[src/motion_irq_consts.svh]
// register map, field positions, reset values and timing for the interrupt and output block
`ifndef MOTION_IRQ_CONSTS_SVH
`define MOTION_IRQ_CONSTS_SVH

`define ADDR_FRAME_SYNC_STATUS  7'h36
`define ADDR_PIN_CONFIG         7'h37
`define ADDR_WATERMARK_STATUS   7'h39
`define ADDR_IRQ_STATUS         7'h3A
`define ADDR_ACCEL_X_HIGH       7'h3B
`define ADDR_ACCEL_X_LOW        7'h3C
`define ADDR_ACCEL_Y_HIGH       7'h3D
`define ADDR_ACCEL_Y_LOW        7'h3E
`define ADDR_ACCEL_Z_HIGH       7'h3F
`define ADDR_ACCEL_Z_LOW        7'h40
`define ADDR_TEMPERATURE_HIGH   7'h41
`define ADDR_TEMPERATURE_LOW    7'h42
`define ADDR_RATE_X_HIGH        7'h43
`define ADDR_RATE_X_LOW         7'h44
`define ADDR_RATE_Y_HIGH        7'h45

`define CFG_ACTIVE_LOW_BIT      7
`define CFG_OPEN_DRAIN_BIT      6
`define CFG_LATCH_BIT           5
`define CFG_ANY_READ_CLEAR_BIT  4
`define CFG_FS_POLARITY_BIT     3
`define CFG_FS_IRQ_ENABLE_BIT   2
`define CFG_SECOND_PIN_BIT      0
`define CFG_WRITE_MASK          8'hFD
`define CFG_RESET               8'h00

`define STAT_MOTION_X_BIT       7
`define STAT_MOTION_Y_BIT       6
`define STAT_MOTION_Z_BIT       5
`define STAT_OVERFLOW_BIT       4
`define STAT_DRIVE_READY_BIT    2
`define STAT_DATA_READY_BIT     0
`define STAT_WATERMARK_BIT      6
`define STAT_FRAME_SYNC_BIT     7

`define FLAG_MOTION_X           0
`define FLAG_MOTION_Y           1
`define FLAG_MOTION_Z           2
`define FLAG_OVERFLOW           3
`define FLAG_DRIVE_READY        4
`define FLAG_DATA_READY         5
`define FLAG_WATERMARK          6
`define FLAG_FRAME_SYNC         7
`define FLAG_COUNT              8

`define BYTE_ZERO               8'h00
`define SAMPLE_RESET            16'h0000
`define THRESHOLD_DISABLED      10'h000
`define PULSE_WIDTH_NS          50000
`define CLK_PERIOD_NS           5

`endif

[src/motion_irq_pkg.sv]
// shared types for the interrupt and output block
package motion_irq_pkg;
  typedef logic [7:0] reg_byte_type;
  typedef logic [6:0] reg_addr_type;
  typedef logic [15:0] sample_type;
  typedef enum logic [1:0] {IRQ_IDLE, IRQ_PULSE, IRQ_LATCH} irq_state_type;
endpackage : motion_irq_pkg

[src/pin_drive_if.sv]
// level and output enable of one interrupt pin between driver and top
`timescale 1ns/1ps
`default_nettype none
interface pin_drive_if;
  logic level;
  logic oe;
  modport drv (output level, output oe);
  modport mon (input level, input oe);
endinterface : pin_drive_if
`default_nettype wire

[src/status_flag_cell.sv]
// one sticky status flag, a set in the clearing cycle wins
`timescale 1ns/1ps
`default_nettype none
module status_flag_cell (
  input  wire logic clk_sys_in,
  input  wire logic rst_in,
  input  wire logic set_in,
  input  wire logic clear_in,
  output var  logic flag_out
);
  always_ff @(posedge clk_sys_in) begin
    if (rst_in) begin
      flag_out <= 1'b0;
    end else begin
      flag_out <= set_in | (flag_out & ~clear_in);
    end
  end
endmodule : status_flag_cell
`default_nettype wire

[src/irq_pin_driver.sv]
// polarity and drive type of one interrupt pin, registered
`timescale 1ns/1ps
`default_nettype none
module irq_pin_driver (
  input  wire logic  clk_sys_in,
  input  wire logic  rst_in,
  input  wire logic  assert_in,
  input  wire logic  active_low_in,
  input  wire logic  open_drain_in,
  input  wire logic  enable_in,
  pin_drive_if.drv   pin
);
  logic want_high;
  assign want_high = assert_in ^ active_low_in;

  always_ff @(posedge clk_sys_in) begin
    if (rst_in) begin
      pin.level <= 1'b0;
      pin.oe    <= 1'b0;
    end else if (!enable_in) begin
      pin.level <= 1'b0;
      pin.oe    <= 1'b0;
    end else if (open_drain_in) begin
      // open drain only pulls low, the board pulls high
      pin.level <= 1'b0;
      pin.oe    <= ~want_high;
    end else begin
      pin.level <= want_high;
      pin.oe    <= 1'b1;
    end
  end
endmodule : irq_pin_driver
`default_nettype wire

[src/motion_interrupt_and_output_regs.sv]
// interrupt pin control, clear-on-read status and sample output registers
//
// What this block does
// - config bit 7 set makes the interrupt pin active low, else active high.
// - config bit 6 set gives open-drain pin drive, else push-pull.
// - config bit 5 set latches the pin until status clears, else 50 us pulse.
// - config bit 4 set lets any read clear status, else only status reads.
// - config bit 3 set makes frame-sync input active low, else active high.
// - config bit 2 set lets frame-sync reaching active level raise an interrupt.
// - config bit 0 enables the second interrupt pin; bit 1 is reserved.
// - watermark flag sits in bit 6 at 0x39, cleared by reading it.
// - status bits 7, 6, 5 flag X, Y, Z motion, cleared on read.
// - status bit 4 flags fifo overflow, cleared after the read.
// - status bit 2 flags rate drive ready; bits 3 and 1 reserved.
// - status bit 0 flags data ready, cleared after the read.
// - accel X, Y, Z stand as high then low byte at 59 to 64.
// - temperature high byte at 65, low byte at 66.
// - rate X at 67 and 68, rate Y high byte at 69.
// - rate codes are passed as produced, 131 codes per dps at scale 0.
// - frame-sync flag in bit 7 at 0x36, cleared by reading it.
// - watermark raised at count >= threshold, no fifo read, threshold nonzero.
`timescale 1ns/1ps
`default_nettype none
`include "motion_irq_consts.svh"
module motion_interrupt_and_output_regs #(
  parameter int PULSE_CYCLES = `PULSE_WIDTH_NS / `CLK_PERIOD_NS
) (
  input  wire logic                        clk_sys_in,
  input  wire logic                        rst_in,
  input  wire motion_irq_pkg::reg_addr_type reg_addr_in,
  input  wire logic                        reg_rd_in,
  input  wire logic                        reg_wr_in,
  input  wire motion_irq_pkg::reg_byte_type reg_wdata_in,
  output var  motion_irq_pkg::reg_byte_type reg_rdata_out,
  output var  logic                        reg_rvalid_out,
  input  wire logic                        frame_sync_pin_in,
  input  wire logic                        motion_x_event_in,
  input  wire logic                        motion_y_event_in,
  input  wire logic                        motion_z_event_in,
  input  wire logic                        overflow_event_in,
  input  wire logic                        rate_drive_ready_event_in,
  input  wire logic [9:0]                  watermark_threshold_in,
  input  wire logic [15:0]                 fifo_count_in,
  input  wire logic                        fifo_read_busy_in,
  input  wire logic                        sample_valid_in,
  input  wire motion_irq_pkg::sample_type   accel_x_sample_in,
  input  wire motion_irq_pkg::sample_type   accel_y_sample_in,
  input  wire motion_irq_pkg::sample_type   accel_z_sample_in,
  input  wire motion_irq_pkg::sample_type   temperature_sample_in,
  input  wire motion_irq_pkg::sample_type   rate_x_sample_in,
  input  wire motion_irq_pkg::reg_byte_type rate_y_high_in,
  output var  logic                        irq_ready_pin_out,
  output var  logic                        irq_ready_pin_oe_out,
  output var  logic                        second_irq_pin_out,
  output var  logic                        second_irq_pin_oe_out,
  output var  logic                        irq_active_out
);
  localparam int CNT_W = $clog2(PULSE_CYCLES + 1);

  if (PULSE_CYCLES < 1 || PULSE_CYCLES > 65535) begin : g_bad_pulse
    $error("PULSE_CYCLES out of range");
  end

  // configuration
  motion_irq_pkg::reg_byte_type cfg_ff;
  logic                         cfg_active_low;
  logic                         cfg_open_drain;
  logic                         cfg_latch;
  logic                         cfg_any_read_clear;
  logic                         cfg_fs_polarity;
  logic                         cfg_fs_enable;
  logic                         cfg_second_pin;

  assign cfg_active_low     = cfg_ff[`CFG_ACTIVE_LOW_BIT];
  assign cfg_open_drain     = cfg_ff[`CFG_OPEN_DRAIN_BIT];
  assign cfg_latch          = cfg_ff[`CFG_LATCH_BIT];
  assign cfg_any_read_clear = cfg_ff[`CFG_ANY_READ_CLEAR_BIT];
  assign cfg_fs_polarity    = cfg_ff[`CFG_FS_POLARITY_BIT];
  assign cfg_fs_enable      = cfg_ff[`CFG_FS_IRQ_ENABLE_BIT];
  assign cfg_second_pin     = cfg_ff[`CFG_SECOND_PIN_BIT];

  always_ff @(posedge clk_sys_in) begin
    if (rst_in) begin
      cfg_ff <= `CFG_RESET;
    end else if (reg_wr_in && reg_addr_in == `ADDR_PIN_CONFIG) begin
      // reserved bit never stores, so it reads zero
      cfg_ff <= reg_wdata_in & `CFG_WRITE_MASK;
    end
  end

  // frame-sync pin: two flops before any logic looks at it
  logic fs_meta_ff;
  logic fs_sync_ff;
  logic fs_active_prev_ff;
  logic fs_active;
  logic fs_event;

  always_ff @(posedge clk_sys_in) begin
    if (rst_in) begin
      fs_meta_ff <= 1'b0;
      fs_sync_ff <= 1'b0;
    end else begin
      fs_meta_ff <= frame_sync_pin_in;
      fs_sync_ff <= fs_meta_ff;
    end
  end

  assign fs_active = fs_sync_ff ^ cfg_fs_polarity;
  // a polarity change while the pin is steady counts as a transition
  assign fs_event  = cfg_fs_enable & fs_active & ~fs_active_prev_ff;

  always_ff @(posedge clk_sys_in) begin
    if (rst_in) begin
      fs_active_prev_ff <= 1'b1;
    end else begin
      fs_active_prev_ff <= fs_active;
    end
  end

  // watermark: edge of the level condition, so a standing level does not retrigger
  logic wm_cond;
  logic wm_cond_prev_ff;
  logic wm_event;

  assign wm_cond = (watermark_threshold_in != `THRESHOLD_DISABLED)
                 && (fifo_count_in >= {6'h00, watermark_threshold_in})
                 && !fifo_read_busy_in;
  assign wm_event = wm_cond & ~wm_cond_prev_ff;

  always_ff @(posedge clk_sys_in) begin
    if (rst_in) begin
      wm_cond_prev_ff <= 1'b0;
    end else begin
      wm_cond_prev_ff <= wm_cond;
    end
  end

  // status flags and their clears
  logic [`FLAG_COUNT-1:0] flag_set;
  logic [`FLAG_COUNT-1:0] flag_clr;
  logic [`FLAG_COUNT-1:0] flag_q;
  logic                   rd_any;
  logic                   clr_status;
  logic                   clr_watermark;
  logic                   clr_frame_sync;

  assign rd_any         = reg_rd_in & cfg_any_read_clear;
  assign clr_status     = reg_rd_in & (rd_any | (reg_addr_in == `ADDR_IRQ_STATUS));
  assign clr_watermark  = reg_rd_in & (rd_any | (reg_addr_in == `ADDR_WATERMARK_STATUS));
  assign clr_frame_sync = reg_rd_in & (rd_any | (reg_addr_in == `ADDR_FRAME_SYNC_STATUS));

  always_comb begin
    flag_set = '0;
    flag_clr = '0;
    flag_set[`FLAG_MOTION_X]    = motion_x_event_in;
    flag_set[`FLAG_MOTION_Y]    = motion_y_event_in;
    flag_set[`FLAG_MOTION_Z]    = motion_z_event_in;
    flag_set[`FLAG_OVERFLOW]    = overflow_event_in;
    flag_set[`FLAG_DRIVE_READY] = rate_drive_ready_event_in;
    flag_set[`FLAG_DATA_READY]  = sample_valid_in;
    flag_set[`FLAG_WATERMARK]   = wm_event;
    flag_set[`FLAG_FRAME_SYNC]  = fs_event;
    flag_clr[`FLAG_MOTION_X]    = clr_status;
    flag_clr[`FLAG_MOTION_Y]    = clr_status;
    flag_clr[`FLAG_MOTION_Z]    = clr_status;
    flag_clr[`FLAG_OVERFLOW]    = clr_status;
    flag_clr[`FLAG_DRIVE_READY] = clr_status;
    flag_clr[`FLAG_DATA_READY]  = clr_status;
    flag_clr[`FLAG_WATERMARK]   = clr_watermark;
    flag_clr[`FLAG_FRAME_SYNC]  = clr_frame_sync;
  end

  for (genvar i = 0; i < `FLAG_COUNT; i++) begin : g_flag
    status_flag_cell u_flag (
      .clk_sys_in (clk_sys_in),
      .rst_in     (rst_in),
      .set_in     (flag_set[i]),
      .clear_in   (flag_clr[i]),
      .flag_out   (flag_q[i])
    );
  end

  // sample registers, both bytes of one sample land together
  motion_irq_pkg::sample_type   accel_x_ff;
  motion_irq_pkg::sample_type   accel_y_ff;
  motion_irq_pkg::sample_type   accel_z_ff;
  motion_irq_pkg::sample_type   temperature_ff;
  motion_irq_pkg::sample_type   rate_x_ff;
  motion_irq_pkg::reg_byte_type rate_y_high_ff;

  always_ff @(posedge clk_sys_in) begin
    if (rst_in) begin
      accel_x_ff     <= `SAMPLE_RESET;
      accel_y_ff     <= `SAMPLE_RESET;
      accel_z_ff     <= `SAMPLE_RESET;
      temperature_ff <= `SAMPLE_RESET;
      rate_x_ff      <= `SAMPLE_RESET;
      rate_y_high_ff <= `BYTE_ZERO;
    end else if (sample_valid_in) begin
      // no bursting guard here: the host must read a pair without a sample between
      accel_x_ff     <= accel_x_sample_in;
      accel_y_ff     <= accel_y_sample_in;
      accel_z_ff     <= accel_z_sample_in;
      temperature_ff <= temperature_sample_in;
      rate_x_ff      <= rate_x_sample_in;
      rate_y_high_ff <= rate_y_high_in;
    end
  end

  // read path, answer one cycle after the strobe
  motion_irq_pkg::reg_byte_type status_byte;
  motion_irq_pkg::reg_byte_type wm_byte;
  motion_irq_pkg::reg_byte_type fs_byte;
  motion_irq_pkg::reg_byte_type rd_value;

  always_comb begin
    status_byte = `BYTE_ZERO;
    wm_byte     = `BYTE_ZERO;
    fs_byte     = `BYTE_ZERO;
    status_byte[`STAT_MOTION_X_BIT]    = flag_q[`FLAG_MOTION_X];
    status_byte[`STAT_MOTION_Y_BIT]    = flag_q[`FLAG_MOTION_Y];
    status_byte[`STAT_MOTION_Z_BIT]    = flag_q[`FLAG_MOTION_Z];
    status_byte[`STAT_OVERFLOW_BIT]    = flag_q[`FLAG_OVERFLOW];
    status_byte[`STAT_DRIVE_READY_BIT] = flag_q[`FLAG_DRIVE_READY];
    status_byte[`STAT_DATA_READY_BIT]  = flag_q[`FLAG_DATA_READY];
    wm_byte[`STAT_WATERMARK_BIT]       = flag_q[`FLAG_WATERMARK];
    fs_byte[`STAT_FRAME_SYNC_BIT]      = flag_q[`FLAG_FRAME_SYNC];
  end

  always_comb begin
    unique case (reg_addr_in)
      `ADDR_FRAME_SYNC_STATUS: rd_value = fs_byte;
      `ADDR_PIN_CONFIG:        rd_value = cfg_ff;
      `ADDR_WATERMARK_STATUS:  rd_value = wm_byte;
      `ADDR_IRQ_STATUS:        rd_value = status_byte;
      `ADDR_ACCEL_X_HIGH:      rd_value = accel_x_ff[15:8];
      `ADDR_ACCEL_X_LOW:       rd_value = accel_x_ff[7:0];
      `ADDR_ACCEL_Y_HIGH:      rd_value = accel_y_ff[15:8];
      `ADDR_ACCEL_Y_LOW:       rd_value = accel_y_ff[7:0];
      `ADDR_ACCEL_Z_HIGH:      rd_value = accel_z_ff[15:8];
      `ADDR_ACCEL_Z_LOW:       rd_value = accel_z_ff[7:0];
      `ADDR_TEMPERATURE_HIGH:  rd_value = temperature_ff[15:8];
      `ADDR_TEMPERATURE_LOW:   rd_value = temperature_ff[7:0];
      `ADDR_RATE_X_HIGH:       rd_value = rate_x_ff[15:8];
      `ADDR_RATE_X_LOW:        rd_value = rate_x_ff[7:0];
      `ADDR_RATE_Y_HIGH:       rd_value = rate_y_high_ff;
      default:                 rd_value = `BYTE_ZERO;
    endcase
  end

  always_ff @(posedge clk_sys_in) begin
    if (rst_in) begin
      reg_rdata_out  <= `BYTE_ZERO;
      reg_rvalid_out <= 1'b0;
    end else begin
      reg_rvalid_out <= reg_rd_in;
      if (reg_rd_in) begin
        // value before the clear of this read is returned
        reg_rdata_out <= rd_value;
      end
    end
  end

  // interrupt pin sequencing
  motion_irq_pkg::irq_state_type state_ff;
  logic [CNT_W-1:0]              pulse_cnt_ff;
  logic                          raise;
  logic                          any_flag;

  assign raise    = |flag_set;
  assign any_flag = |flag_q;

  always_ff @(posedge clk_sys_in) begin
    if (rst_in) begin
      state_ff     <= motion_irq_pkg::IRQ_IDLE;
      pulse_cnt_ff <= '0;
    end else begin
      unique case (state_ff)
        motion_irq_pkg::IRQ_IDLE: begin
          if (raise && cfg_latch) begin
            state_ff <= motion_irq_pkg::IRQ_LATCH;
          end else if (raise) begin
            state_ff     <= motion_irq_pkg::IRQ_PULSE;
            pulse_cnt_ff <= CNT_W'(PULSE_CYCLES - 1);
          end
        end
        motion_irq_pkg::IRQ_PULSE: begin
          // new events during a pulse merge into it, no restart
          if (pulse_cnt_ff == '0) begin
            state_ff <= motion_irq_pkg::IRQ_IDLE;
          end else begin
            pulse_cnt_ff <= pulse_cnt_ff - 1'b1;
          end
        end
        motion_irq_pkg::IRQ_LATCH: begin
          if (!cfg_latch || (!any_flag && !raise)) begin
            state_ff <= motion_irq_pkg::IRQ_IDLE;
          end
        end
      endcase
    end
  end

  always_ff @(posedge clk_sys_in) begin
    if (rst_in) begin
      irq_active_out <= 1'b0;
    end else begin
      irq_active_out <= (state_ff != motion_irq_pkg::IRQ_IDLE);
    end
  end

  // pins
  pin_drive_if main_pin ();
  pin_drive_if second_pin ();

  irq_pin_driver u_main_pin (
    .clk_sys_in    (clk_sys_in),
    .rst_in        (rst_in),
    .assert_in     (irq_active_out),
    .active_low_in (cfg_active_low),
    .open_drain_in (cfg_open_drain),
    .enable_in     (1'b1),
    .pin           (main_pin.drv)
  );

  irq_pin_driver u_second_pin (
    .clk_sys_in    (clk_sys_in),
    .rst_in        (rst_in),
    .assert_in     (irq_active_out),
    .active_low_in (cfg_active_low),
    .open_drain_in (cfg_open_drain),
    .enable_in     (cfg_second_pin),
    .pin           (second_pin.drv)
  );

  assign irq_ready_pin_out     = main_pin.level;
  assign irq_ready_pin_oe_out  = main_pin.oe;
  assign second_irq_pin_out    = second_pin.level;
  assign second_irq_pin_oe_out = second_pin.oe;

endmodule : motion_interrupt_and_output_regs
`default_nettype wire

[config.mk]
export PLATFORM = sky130hd
export DESIGN_NAME = motion_interrupt_and_output_regs
export DESIGN_NICKNAME = d
export VERILOG_FILES = /design/src/motion_irq_pkg.sv /design/src/pin_drive_if.sv /design/src/status_flag_cell.sv /design/src/irq_pin_driver.sv /design/src/motion_interrupt_and_output_regs.sv
export VERILOG_INCLUDE_DIRS = /design/src
export SDC_FILE = /design/constraint.sdc
export NUM_CORES = 1
export LEC_CHECK = 0
export ABC_AREA = 1
export BUFFER_PORTS_ARGS = -buffer_cell sky130_fd_sc_hd__buf_2
export CELL_PAD_IN_SITES_DETAIL_PLACEMENT = 0
export CELL_PAD_IN_SITES_GLOBAL_PLACEMENT = 1
export CORE_MARGIN = 2
export CORE_UTILIZATION = 38
export DETAILED_ROUTE_END_ITERATION = 12
export HOLD_SLACK_MARGIN = 0.03
export PLACE_DENSITY_LB_ADDON = 0.08
export SLEW_MARGIN = 15
export SYNTH_ARGS = -nofsm -noshare
export SYNTH_HDL_FRONTEND = slang
export SYNTH_HIERARCHICAL = 1
export SYNTH_SLANG_ARGS = --single-unit
[constraint.sdc]
create_clock -name clk_sys_in -period 1.9 [get_ports clk_sys_in]
set_input_delay 0.095 -clock clk_sys_in [delete_from_list [all_inputs] [get_ports clk_sys_in]]
set_output_delay 0.095 -clock clk_sys_in [all_outputs]
set_load 0.05 [all_outputs]
# After elaboration in Yosys (flattened, before gate mapping)
# Cells that the tools add are included.
# word_totals
register_bits	137
latch_bits	0
ram_bits	0
mem_bits_ro	0
input_bits	141
wordCells	120
memories	0
# classes
addsub	1
mul	0
n_div	0
order_cmp	1
n_eq_ne	23
shifts	0
n_mux	12
bitwise_logic	35
n_reduce_logical	20
# ops
operator	n
$pmux 8 s15	1
$eq 7x6->1 const B	9
$eq 7x7->1 const B	6
$mux 14	3
$pmux 14 s2	1
$ge 16x10->1	1
$reduce_or 8->1	2
$and 1x1->1	15
$logic_not 14->1	1
$sub 14x1->14 const B	1
$or 1x1->1	11
$ne 2x2->1 const B	5
$reduce_bool 10->1	1
$mux 2	4
$not 1->1	7
$pmux 2 s3	1
$logic_and 1x1->1	5
$logic_not 1->1	4
$reduce_and 4->1	1
$reduce_bool 2->1	2
$ne 3x3->1 const B	1
$reduce_and 3->1	1
$eq 2x1->1 const B	1
$eq 2x2->1 const B	1
other kinds (5)	7

# Depth between registers and ports, before layout
# Gate-level depths: netlist (run 1).
# depth
word_depth	10
depth_mapped	19
mapped_depth_nobuf	19

# Modules after synthesis
# The synthesis (run 1) kept the hierarchy.
# modules_own_cells
module	n_inst	cells_each	area_each_um2	seq_area_each_um2
motion_interrupt_and_output_regs	1	860	6007.0	2502.4
status_flag_cell	8	5	40.0	20.0
irq_pin_driver	2	16	96.3	40.0

# Least setup slack after synthesis (run 1)
# No wires, ideal clock.
# synth_path
path_type	register to register
start	register pulse_cnt_ff[0]
end	register pulse_cnt_ff[2]
setup_ns	0.115
t_arrival_ns	1.610
required_time_ns	1.785
slack_ns	0.175
path_stages_with_launch	17
n_path_buf	1
cell_sequence	dfxtp_1 > inv_1 > ha_1 > nand2_1 > inv_2 > nand2_2 > nor3_4 > nand2_2 > nor2_2 > nand2_1 > nand2_2 > nand2_2 > nand2_2 > inv_2 > buf_6 > a21oi_1 > nor2_1
# synth_between
elab_chain_len	3
word_cells_on_any_way	6
# synth_rtl
element	line	source
start: declaration	motion_interrupt_and_output_regs.sv:266	logic [CNT_W-1:0] pulse_cnt_ff;
start signal: assignment	motion_interrupt_and_output_regs.sv:284	pulse_cnt_ff <= CNT_W'(PULSE_CYCLES - 1);
start signal: assignment	motion_interrupt_and_output_regs.sv:292	pulse_cnt_ff <= pulse_cnt_ff - 1'b1;
$sub 14x1->14 / $logic_not 14->1 (equally long branches)	motion_interrupt_and_output_regs.sv:292, motion_interrupt_and_output_regs.sv:289	
$mux 14 / $ne 2x2->1 (equally long branches)	-	
$pmux 14 s2 / $reduce_and 4->1 (equally long branches)	-	
# Several ways; a longest one is shown, not always the timed one. The select of a mux whose other input is x is not followed.
# A chain may end at the register's enable or synchronous reset.

# Worst setup path in the final report (run 1)
# layout_path
start	register pulse_cnt_ff[1]
end	register pulse_cnt_ff[7]
# Same word-level chain as after synthesis.

==> impl_metrics.csv, run 1 <==
group,metric,value,unit
status,outcome,"complete, no violations",
final_layout,postLayoutCoreUtil,0.560,
sta,finalSetupViolCount,0,
power_and_ir_drop,power.total,9600,uW
clocking,cts_sinks,137,
grt,track_usage,0.213,
grt,grt_pass1_vias,6264,
placed_design,io_buffers,153,
synthesis,ys_top_cells_by_area,"dfxtp_1 42%, a21oi_1 8.9%, inv_1 8.8%, o21ai_0 8.5%, nand2_1 7.3%",
worst_hold_path,hold_start,"rst_in",
power_and_ir_drop,leakagePower,0.00418,uW
setup_path,critPathLaunch,"pulse_cnt_ff[1]",
sta,period_minus_slack,1.88,ns
final_layout,layout_common_cells,"153 x buf_2, 149 x inv_1, 135 x dfxtp_1",
drt,drtPass1Iterations,5,
worst_hold_path,hp-class,"in2reg",
synthesis,synth_cell_type_count,37,
setup_path,rr_endpoint,"pulse_cnt_ff[7]",
clocking,cts_buffers,17,
drt,vias_per_cell,4.67,
synthesis,syn-cell-area,0.00652,mm^2
sta,hold_viol_final,0,
sta,slew_headroom,0.651,
floorplan,start_util,0.390,
final_layout,final_common_cell,"buf_2",
power_and_ir_drop,power_density,1030,mW/mm^2
clocking,clk_pin_slew,0.06,ns
grt,grt_max_degree,113,
sta,worst_pin_slew,0.522,ns
clocking,insertion_delay,0.43,ns
power_and_ir_drop,ir_worst_vdd,0.678,mV
final_layout,syn2layout_area_growth,43.4,%
power_and_ir_drop,seq_power_share,0.361,
synthesis,syn_avg_cell_area,7.00,um^2
clocking,cts-root-buf,"clkbuf_16",
sta,rsz0062_at_grt,"yes",
synthesis,synth_top_family_by_area,"compound AO/OA/AOI/OAI gates",
synthesis,syn_inst,932,
synthesis,synth_xor_area_frac,0.00269,
placed_design,gp_congestion,0.841,
sta,drv_slew,0,
sta,max_freq,533,MHz
floorplan,die_w,135,um
floorplan,die-area,0.0182,mm^2
setup_path,critical_path.max_fanout,8,
synthesis,yosysTopAreaCell,"dfxtp_1",
floorplan,boundaryPins,155,
floorplan,fp.dieH,135,um
synthesis,synthAdderAreaFrac,0.0269,
synthesis,synth_fp_nets,1087,
synthesis,yosysTopAreaCellShare,0.421,
setup_path,start_kind,"flip-flop",
final_layout,drive_above_1_share,0.220,
drt,drcViolationCount,0,
floorplan,rows,47,
synthesis,synth_edf_count,0,
drt,wl,19100,um
setup_path,crit_path_end_kind,"flip-flop",
power_and_ir_drop,switchingPower,3050,uW
synthesis,ys_seq_area_frac,0.421,
power_and_ir_drop,internal-power,6560,uW
setup_path,r2r_cells,16,
setup_path,path_class,"reg2reg",
drt,dr_total_vias,6644,
drt,drtIter0Drc,415,
synthesis,ys_warn_count,6,
setup_path,cp.required,2.22,ns
clocking,cts_tree,"done",
sta,fin_crit_sh,0.988,
sta,fin_skew,0.00488,ns
synthesis,synthArstFlopShare,0,
clocking,clk_path_buf_depth,2,
setup_path,crit_path_end,"pulse_cnt_ff[7]",
final_layout,regArea,0.00275,mm^2
final_layout,fin_nets,1346,
final_layout,diodes,0,
grt,grt_overflow,0,
setup_path,rrSetupSlack,0.02,ns
synthesis,synth_seq_cells,137,
synthesis,synth_simple_gate_area_frac,0.196,
grt,grt_pass1_wl,30500,um
setup_path,reg2reg_from,"pulse_cnt_ff[1]",
placed_design,place_hpwl,13100,um
power_and_ir_drop,power_frac_clock,0.354,
clocking,cts_max_level,4,
grt,grt_antenna_before_repair,1,
synthesis,muxShareOfSynthArea,0,
drt,wl_per_cell,13.4,um
final_layout,fillers,1625,
synthesis,synth_compound_area_frac,0.232,
setup_path,critPathArrivalTime,2.20,ns
final_layout,multi_input_area,0.00303,mm^2
placed_design,placedCellCount,1285,
power_and_ir_drop,p_comb_frac,0.285,
power_and_ir_drop,swShare,0.317,
synthesis,ys.flop_type,"dfxtp_1",
final_layout,fin_cells,1424,
flow_run,cap_violations,0,
drt,drtAntennaViolNets,0,
floorplan,core_area,0.0167,mm^2
==> routing by layer <==
metal,track usage,up-vias,share of wire
li1,-,3549,-
met1,0.272,2933,0.46
met2,0.358,140,0.48
met3,0.0518,20,0.043
met4,0.0613,2,0.013
met5,0,-,0.00068
==> worst min-delay path by stage <==
| stage | to | slack (ns) | cells after the start |
|---|---|---|---|
| after global placement | fs_meta_ff | 0.31 | 3 |
| after global routing | fs_meta_ff | 0.17 | 3 |
| final | fs_active_prev_ff | 0.12 | 4 |
| after CTS | irq_active_out | 0.16 | 3 |
| after detailed placement | fs_meta_ff | 0.31 | 3 |
| after floorplan | g_flag[0].u_flag/flag_out | 0.16 | 1 |
==> stage by stage <==
stage | setup TNS [ns] | instance area (um^2) | setup WS, ns | hold slack [ns]
6_report | 0 | 9350 | 0.0226 | 0.125
5_1_grt | -1.00 | 9350 | -0.105 | 0.167
3_3_place_gp | -0.187 | 7620 | -0.0362 | 0.306
2_1_floorplan | 0 | 6520 | 0.175 | 0.157
3_5_place_dp | -0.497 | 7620 | -0.0584 | 0.310
4_1_cts | 0 | 9260 | 0.00854 | 0.155
==> synth_stat cells (8+ instances only) <==
cell / number
inv_1: 153
dfxtp_1: 137
nand2_1: 127
a21oi_1: 116
o21ai_0: 111
nor2_1: 102
o22ai_1: 36
clkbuf_1: 33
nand3_1: 20
ha_1: 14
inv_2: 12
nand3_2: 9
a21oi_2: 8
==> flip-flops by register name (all words and copies together) (netlist names), 2 cells and up <==
signal,count
rate_x_ff,16
rate_y_high_ff,8
accel_y_ff,16
accel_x_ff,16
g_flag.u_flag/flag_out,8
reg_rdata_out,8
cfg_ff,7
accel_z_ff,16
state_ff,2
pulse_cnt_ff,14
temperature_ff,16
==> kinds of logic after synthesis <==
family                   count (synthesis)
AND/OR/NAND/NOR                        292
AO/OA/AOI/OAI                          281
buffers and inverters                  205
flip-flops                             137
adder cells (fa/ha/maj)                 14
XOR/XNOR                                 2
other                                    1
==> power groups by stage <==
stage / combinational, uW / sequential (uW) / clock [uW]
2_1_floorplan: 1610 / 3500 / 0
3_3_place_gp: 2290 / 3510 / 0
3_5_place_dp: 2310 / 3510 / 0
4_1_cts: 2490 / 3450 / 3440
5_1_grt: 3070 / 3520 / 3590
6_report: 2740 / 3470 / 3400
==> area by class of cell <==
cell class / count / area share
Clock buffer: 17 / 0.0455
Clock inverter: 15 / 0.0187
Inverter: 165 / 0.0668
Multi-Input combinational cell: 590 / 0.324
Sequential cell: 137 / 0.294
Tap cell: 220 / 0.0294
Timing Repair Buffer: 280 / 0.222
==> critical path, stage by stage (launching register included) <==
cell and delay [ns]:
dfxtp_2 0.33, inv_2 0.06, ha_4 0.14, nand2_2 0.05
inv_2 0.08, nand2_4 0.06, nor3_4 0.19, nand2_2 0.09
nor2_4 0.11, nand2_1 0.06, nand2_2 0.07, nand2_2 0.05
nand2_2 0.08, inv_4 0.06, clkbuf_16 0.16, a21oi_1 0.12
nor2_1 0.05
==> repair_timing <==
| item | in CTS | in global routing |
|---|---|---|
| buffers inserted | 0 | 2 |
| setup endpoints to repair | 0 | 14 |
| hold endpoints to repair | 110 | 0 |
| hold buffers | 104 | 0 |
| resized for setup | 0 | 16 |
No activity file was read; power rests on OpenSTA's default activity.
==> run 2, diff against run 1 <==
--- a/config.mk
+++ b/config.mk
@@ -15,6 +15,7 @@
 export DETAILED_ROUTE_END_ITERATION = 12
 export HOLD_SLACK_MARGIN = 0.03
 export PLACE_DENSITY_LB_ADDON = 0.08
+export REMOVE_ABC_BUFFERS = 1
 export SLEW_MARGIN = 15
 export SYNTH_ARGS = -nofsm -noshare
 export SYNTH_HDL_FRONTEND = slang
==> run 2 against run 1 <==
- global-route usage down 0.15 points
- combinational power about the same
- clock power grew 4%
- core utilization increased by 0.39 points
- register-to-register slack improved by 0.03 ns
- clock-buffer cell count up 3
- clock skew is 0.0038 ns higher
- wire length fell by 1.4%
- via count up 1.2%
- worst hold slack lost 0.0035 ns
- non-clock buffer count is 9 higher
- maximum frequency is 1.5% higher
- critical endpoint is now pulse_cnt_ff[8]
- largest cell class unchanged
==> impl_metrics.csv, run 2 (synthesis gave the netlist of run 1 again) <==
group,metric,value,unit
final_layout,fin_cells,1433,
grt,grt_pass1_vias,6298,
placed_design,io_buffers,153,
power_and_ir_drop,ir_worst_vdd,0.865,mV
setup_path,path_class,"reg2reg",
placed_design,place_ws,-0.0327,ns
setup_path,crit_path_end_kind,"flip-flop",
power_and_ir_drop,power.total,9680,uW
final_layout,final_common_cell,"buf_2",
floorplan,start_util,0.390,
sta,slew_headroom,0.642,
grt,grt_pass1_wl,30300,um
setup_path,cp.required,2.22,ns
clocking,clk_path_buf_depth,2,
clocking,cts_max_level,4,
final_layout,fin_nets,1355,
status,outcome,"complete, no violations",
final_layout,multi_input_area,0.00301,mm^2
grt,busiest_layer,"met2",
floorplan,die-area,0.0182,mm^2
grt,grt.met2_usage,0.370,
sta,setup_slack,0.0509,ns
grt,gr-usage-met1,0.258,
setup_path,critical_path.max_fanout,14,
drt,drtAntennaViolNets,0,
placed_design,gp_congestion,0.814,
final_layout,syn2layout_area_growth,44.4,%
sta,max_freq,541,MHz
clocking,insertion_delay,0.43,ns
final_layout,regArea,0.00275,mm^2
drt,dr_total_vias,6725,
floorplan,boundaryPins,155,
drt,drtPass1Iterations,4,
power_and_ir_drop,swShare,0.312,
placed_design,placed_cell_area,0.00767,mm^2
grt,track_usage,0.212,
drt,wl,18900,um
grt,grt_antenna_before_repair,0,
sta,fin_skew,0.00867,ns
power_and_ir_drop,seq_power_share,0.356,
clocking,clk_pin_slew,0.06,ns
power_and_ir_drop,p_comb_frac,0.280,
setup_path,start_kind,"flip-flop",
floorplan,rows,47,
sta,drv_slew,0,
setup_path,critPathArrivalTime,2.17,ns
clocking,cts-root-buf,"clkbuf_16",
drt,wl_per_cell,13.2,um
floorplan,core_area,0.0167,mm^2
final_layout,fillers,1647,
power_and_ir_drop,power_frac_clock,0.365,
power_and_ir_drop,switchingPower,3020,uW
placed_design,place_hpwl,13000,um
clocking,cts_tree,"done",
placed_design,placedCellCount,1292,
drt,drtIter0Drc,328,
sta,fin_hold_ws,0.121,ns
sta,worst_pin_slew,0.536,ns
final_layout,diodes,0,
flow_run,cap_violations,0,
sta,finalSetupViolCount,0,
final_layout,drive_above_1_share,0.221,
floorplan,fp.dieH,135,um
grt,grt_max_degree,67,
clocking,cts_buffers,17,
grt,grt_overflow,0,
power_and_ir_drop,internal-power,6660,uW
sta,rsz0062_at_grt,"yes",
power_and_ir_drop,power_density,1030,mW/mm^2
worst_hold_path,hp-class,"in2reg",
drt,vias_per_cell,4.69,
final_layout,stdcell_area,0.00942,mm^2
sta,period_minus_slack,1.85,ns
sta,fin_crit_sh,0.973,
drt,drcViolationCount,0,
sta,hold_viol_final,0,
grt,use_met3,0.0488,
setup_path,rrSetupSlack,0.05,ns
final_layout,layout_common_cells,"153 x buf_2, 149 x inv_1, 135 x dfxtp_1",
power_and_ir_drop,leakagePower,0.00423,uW
clocking,cts_sinks,137,
floorplan,die_w,135,um
run 2: cell count changes in the layout (fill, tap and decap cells not counted), moves of 2 or more:
| cell | change |
|---|---|
| buf_4 | +7 |
| a21oi_1 | +5 |
| a21oi_2 | -5 |
| clkbuf_8 | +3 |
| clkinv_2 | -3 |
| buf_6 | +2 |
| clkinvlp_4 | -2 |
run 2: critical path, stage by stage (launching register included):
cell and delay, ns:
dfxtp_2 0.32, inv_2 0.06, ha_4 0.13, nand2_2 0.05
inv_2 0.09, nand2_4 0.06, nor3_4 0.18, nand2_2 0.07
nor2_2 0.12, nand2_1 0.07, nand2_2 0.08, nand2_2 0.05
nand2_2 0.08, inv_4 0.05, buf_12 0.14, a21oi_1 0.12
nor2_1 0.05
run 2: cell type report:
type	count	area share
Clock buffer	20	0.0496
Clock inverter	12	0.0173
Inverter	165	0.0663
Timing Repair Buffer	289	0.226
Sequential cell	137	0.292
Multi-Input combinational cell	590	0.320
Tap cell	220	0.0292
run 2: path summary, 6_finish.rpt:
path                    from                 to  cells past startpoint
min                   rst_in  fs_active_prev_ff                      4
min reg2reg       fs_meta_ff         fs_sync_ff                      2
max          pulse_cnt_ff[1]    pulse_cnt_ff[8]                     16
max reg2reg  pulse_cnt_ff[1]    pulse_cnt_ff[8]                     16
run 2: what timing repair did:
action,in CTS,in global routing
endpoints found under the hold margin,111,0
setup endpoints to repair,0,14
setup buffers,0,4
hold buffers,105,0
gates resized for setup,0,12
run 2: through the flow:
| step | util | setup TNS, ns |
|---|---|---|
| 4_1_cts | 0.560 | 0 |
| 2_1_floorplan | - | -56.35 |
| 3_5_place_dp | 0.459 | -0.126 |
| 6_report | 0.564 | 0 |
| 5_1_grt | 0.564 | -1.08 |
| 3_3_place_gp | 0.459 | 0 |
run 2: layer usage:
| layer | vias to the layer above | share of wire |
|---|---|---|
| met4 | 0 | 0.018 |
| li1 | 3569 | - |
| met1 | 3002 | 0.46 |
| met2 | 131 | 0.48 |
| met3 | 23 | 0.037 |
| met5 | - | 0 |
run 2: power by group through the flow:
stage / sequential, uW / combinational, uW / clock, uW
global placement: 3500 / 2340 / 0
floorplan: 3500 / 1500 / 0
finish: 3440 / 2710 / 3530
detailed placement: 3500 / 2360 / 0
CTS: 3440 / 2540 / 3580
global route: 3490 / 3060 / 3710
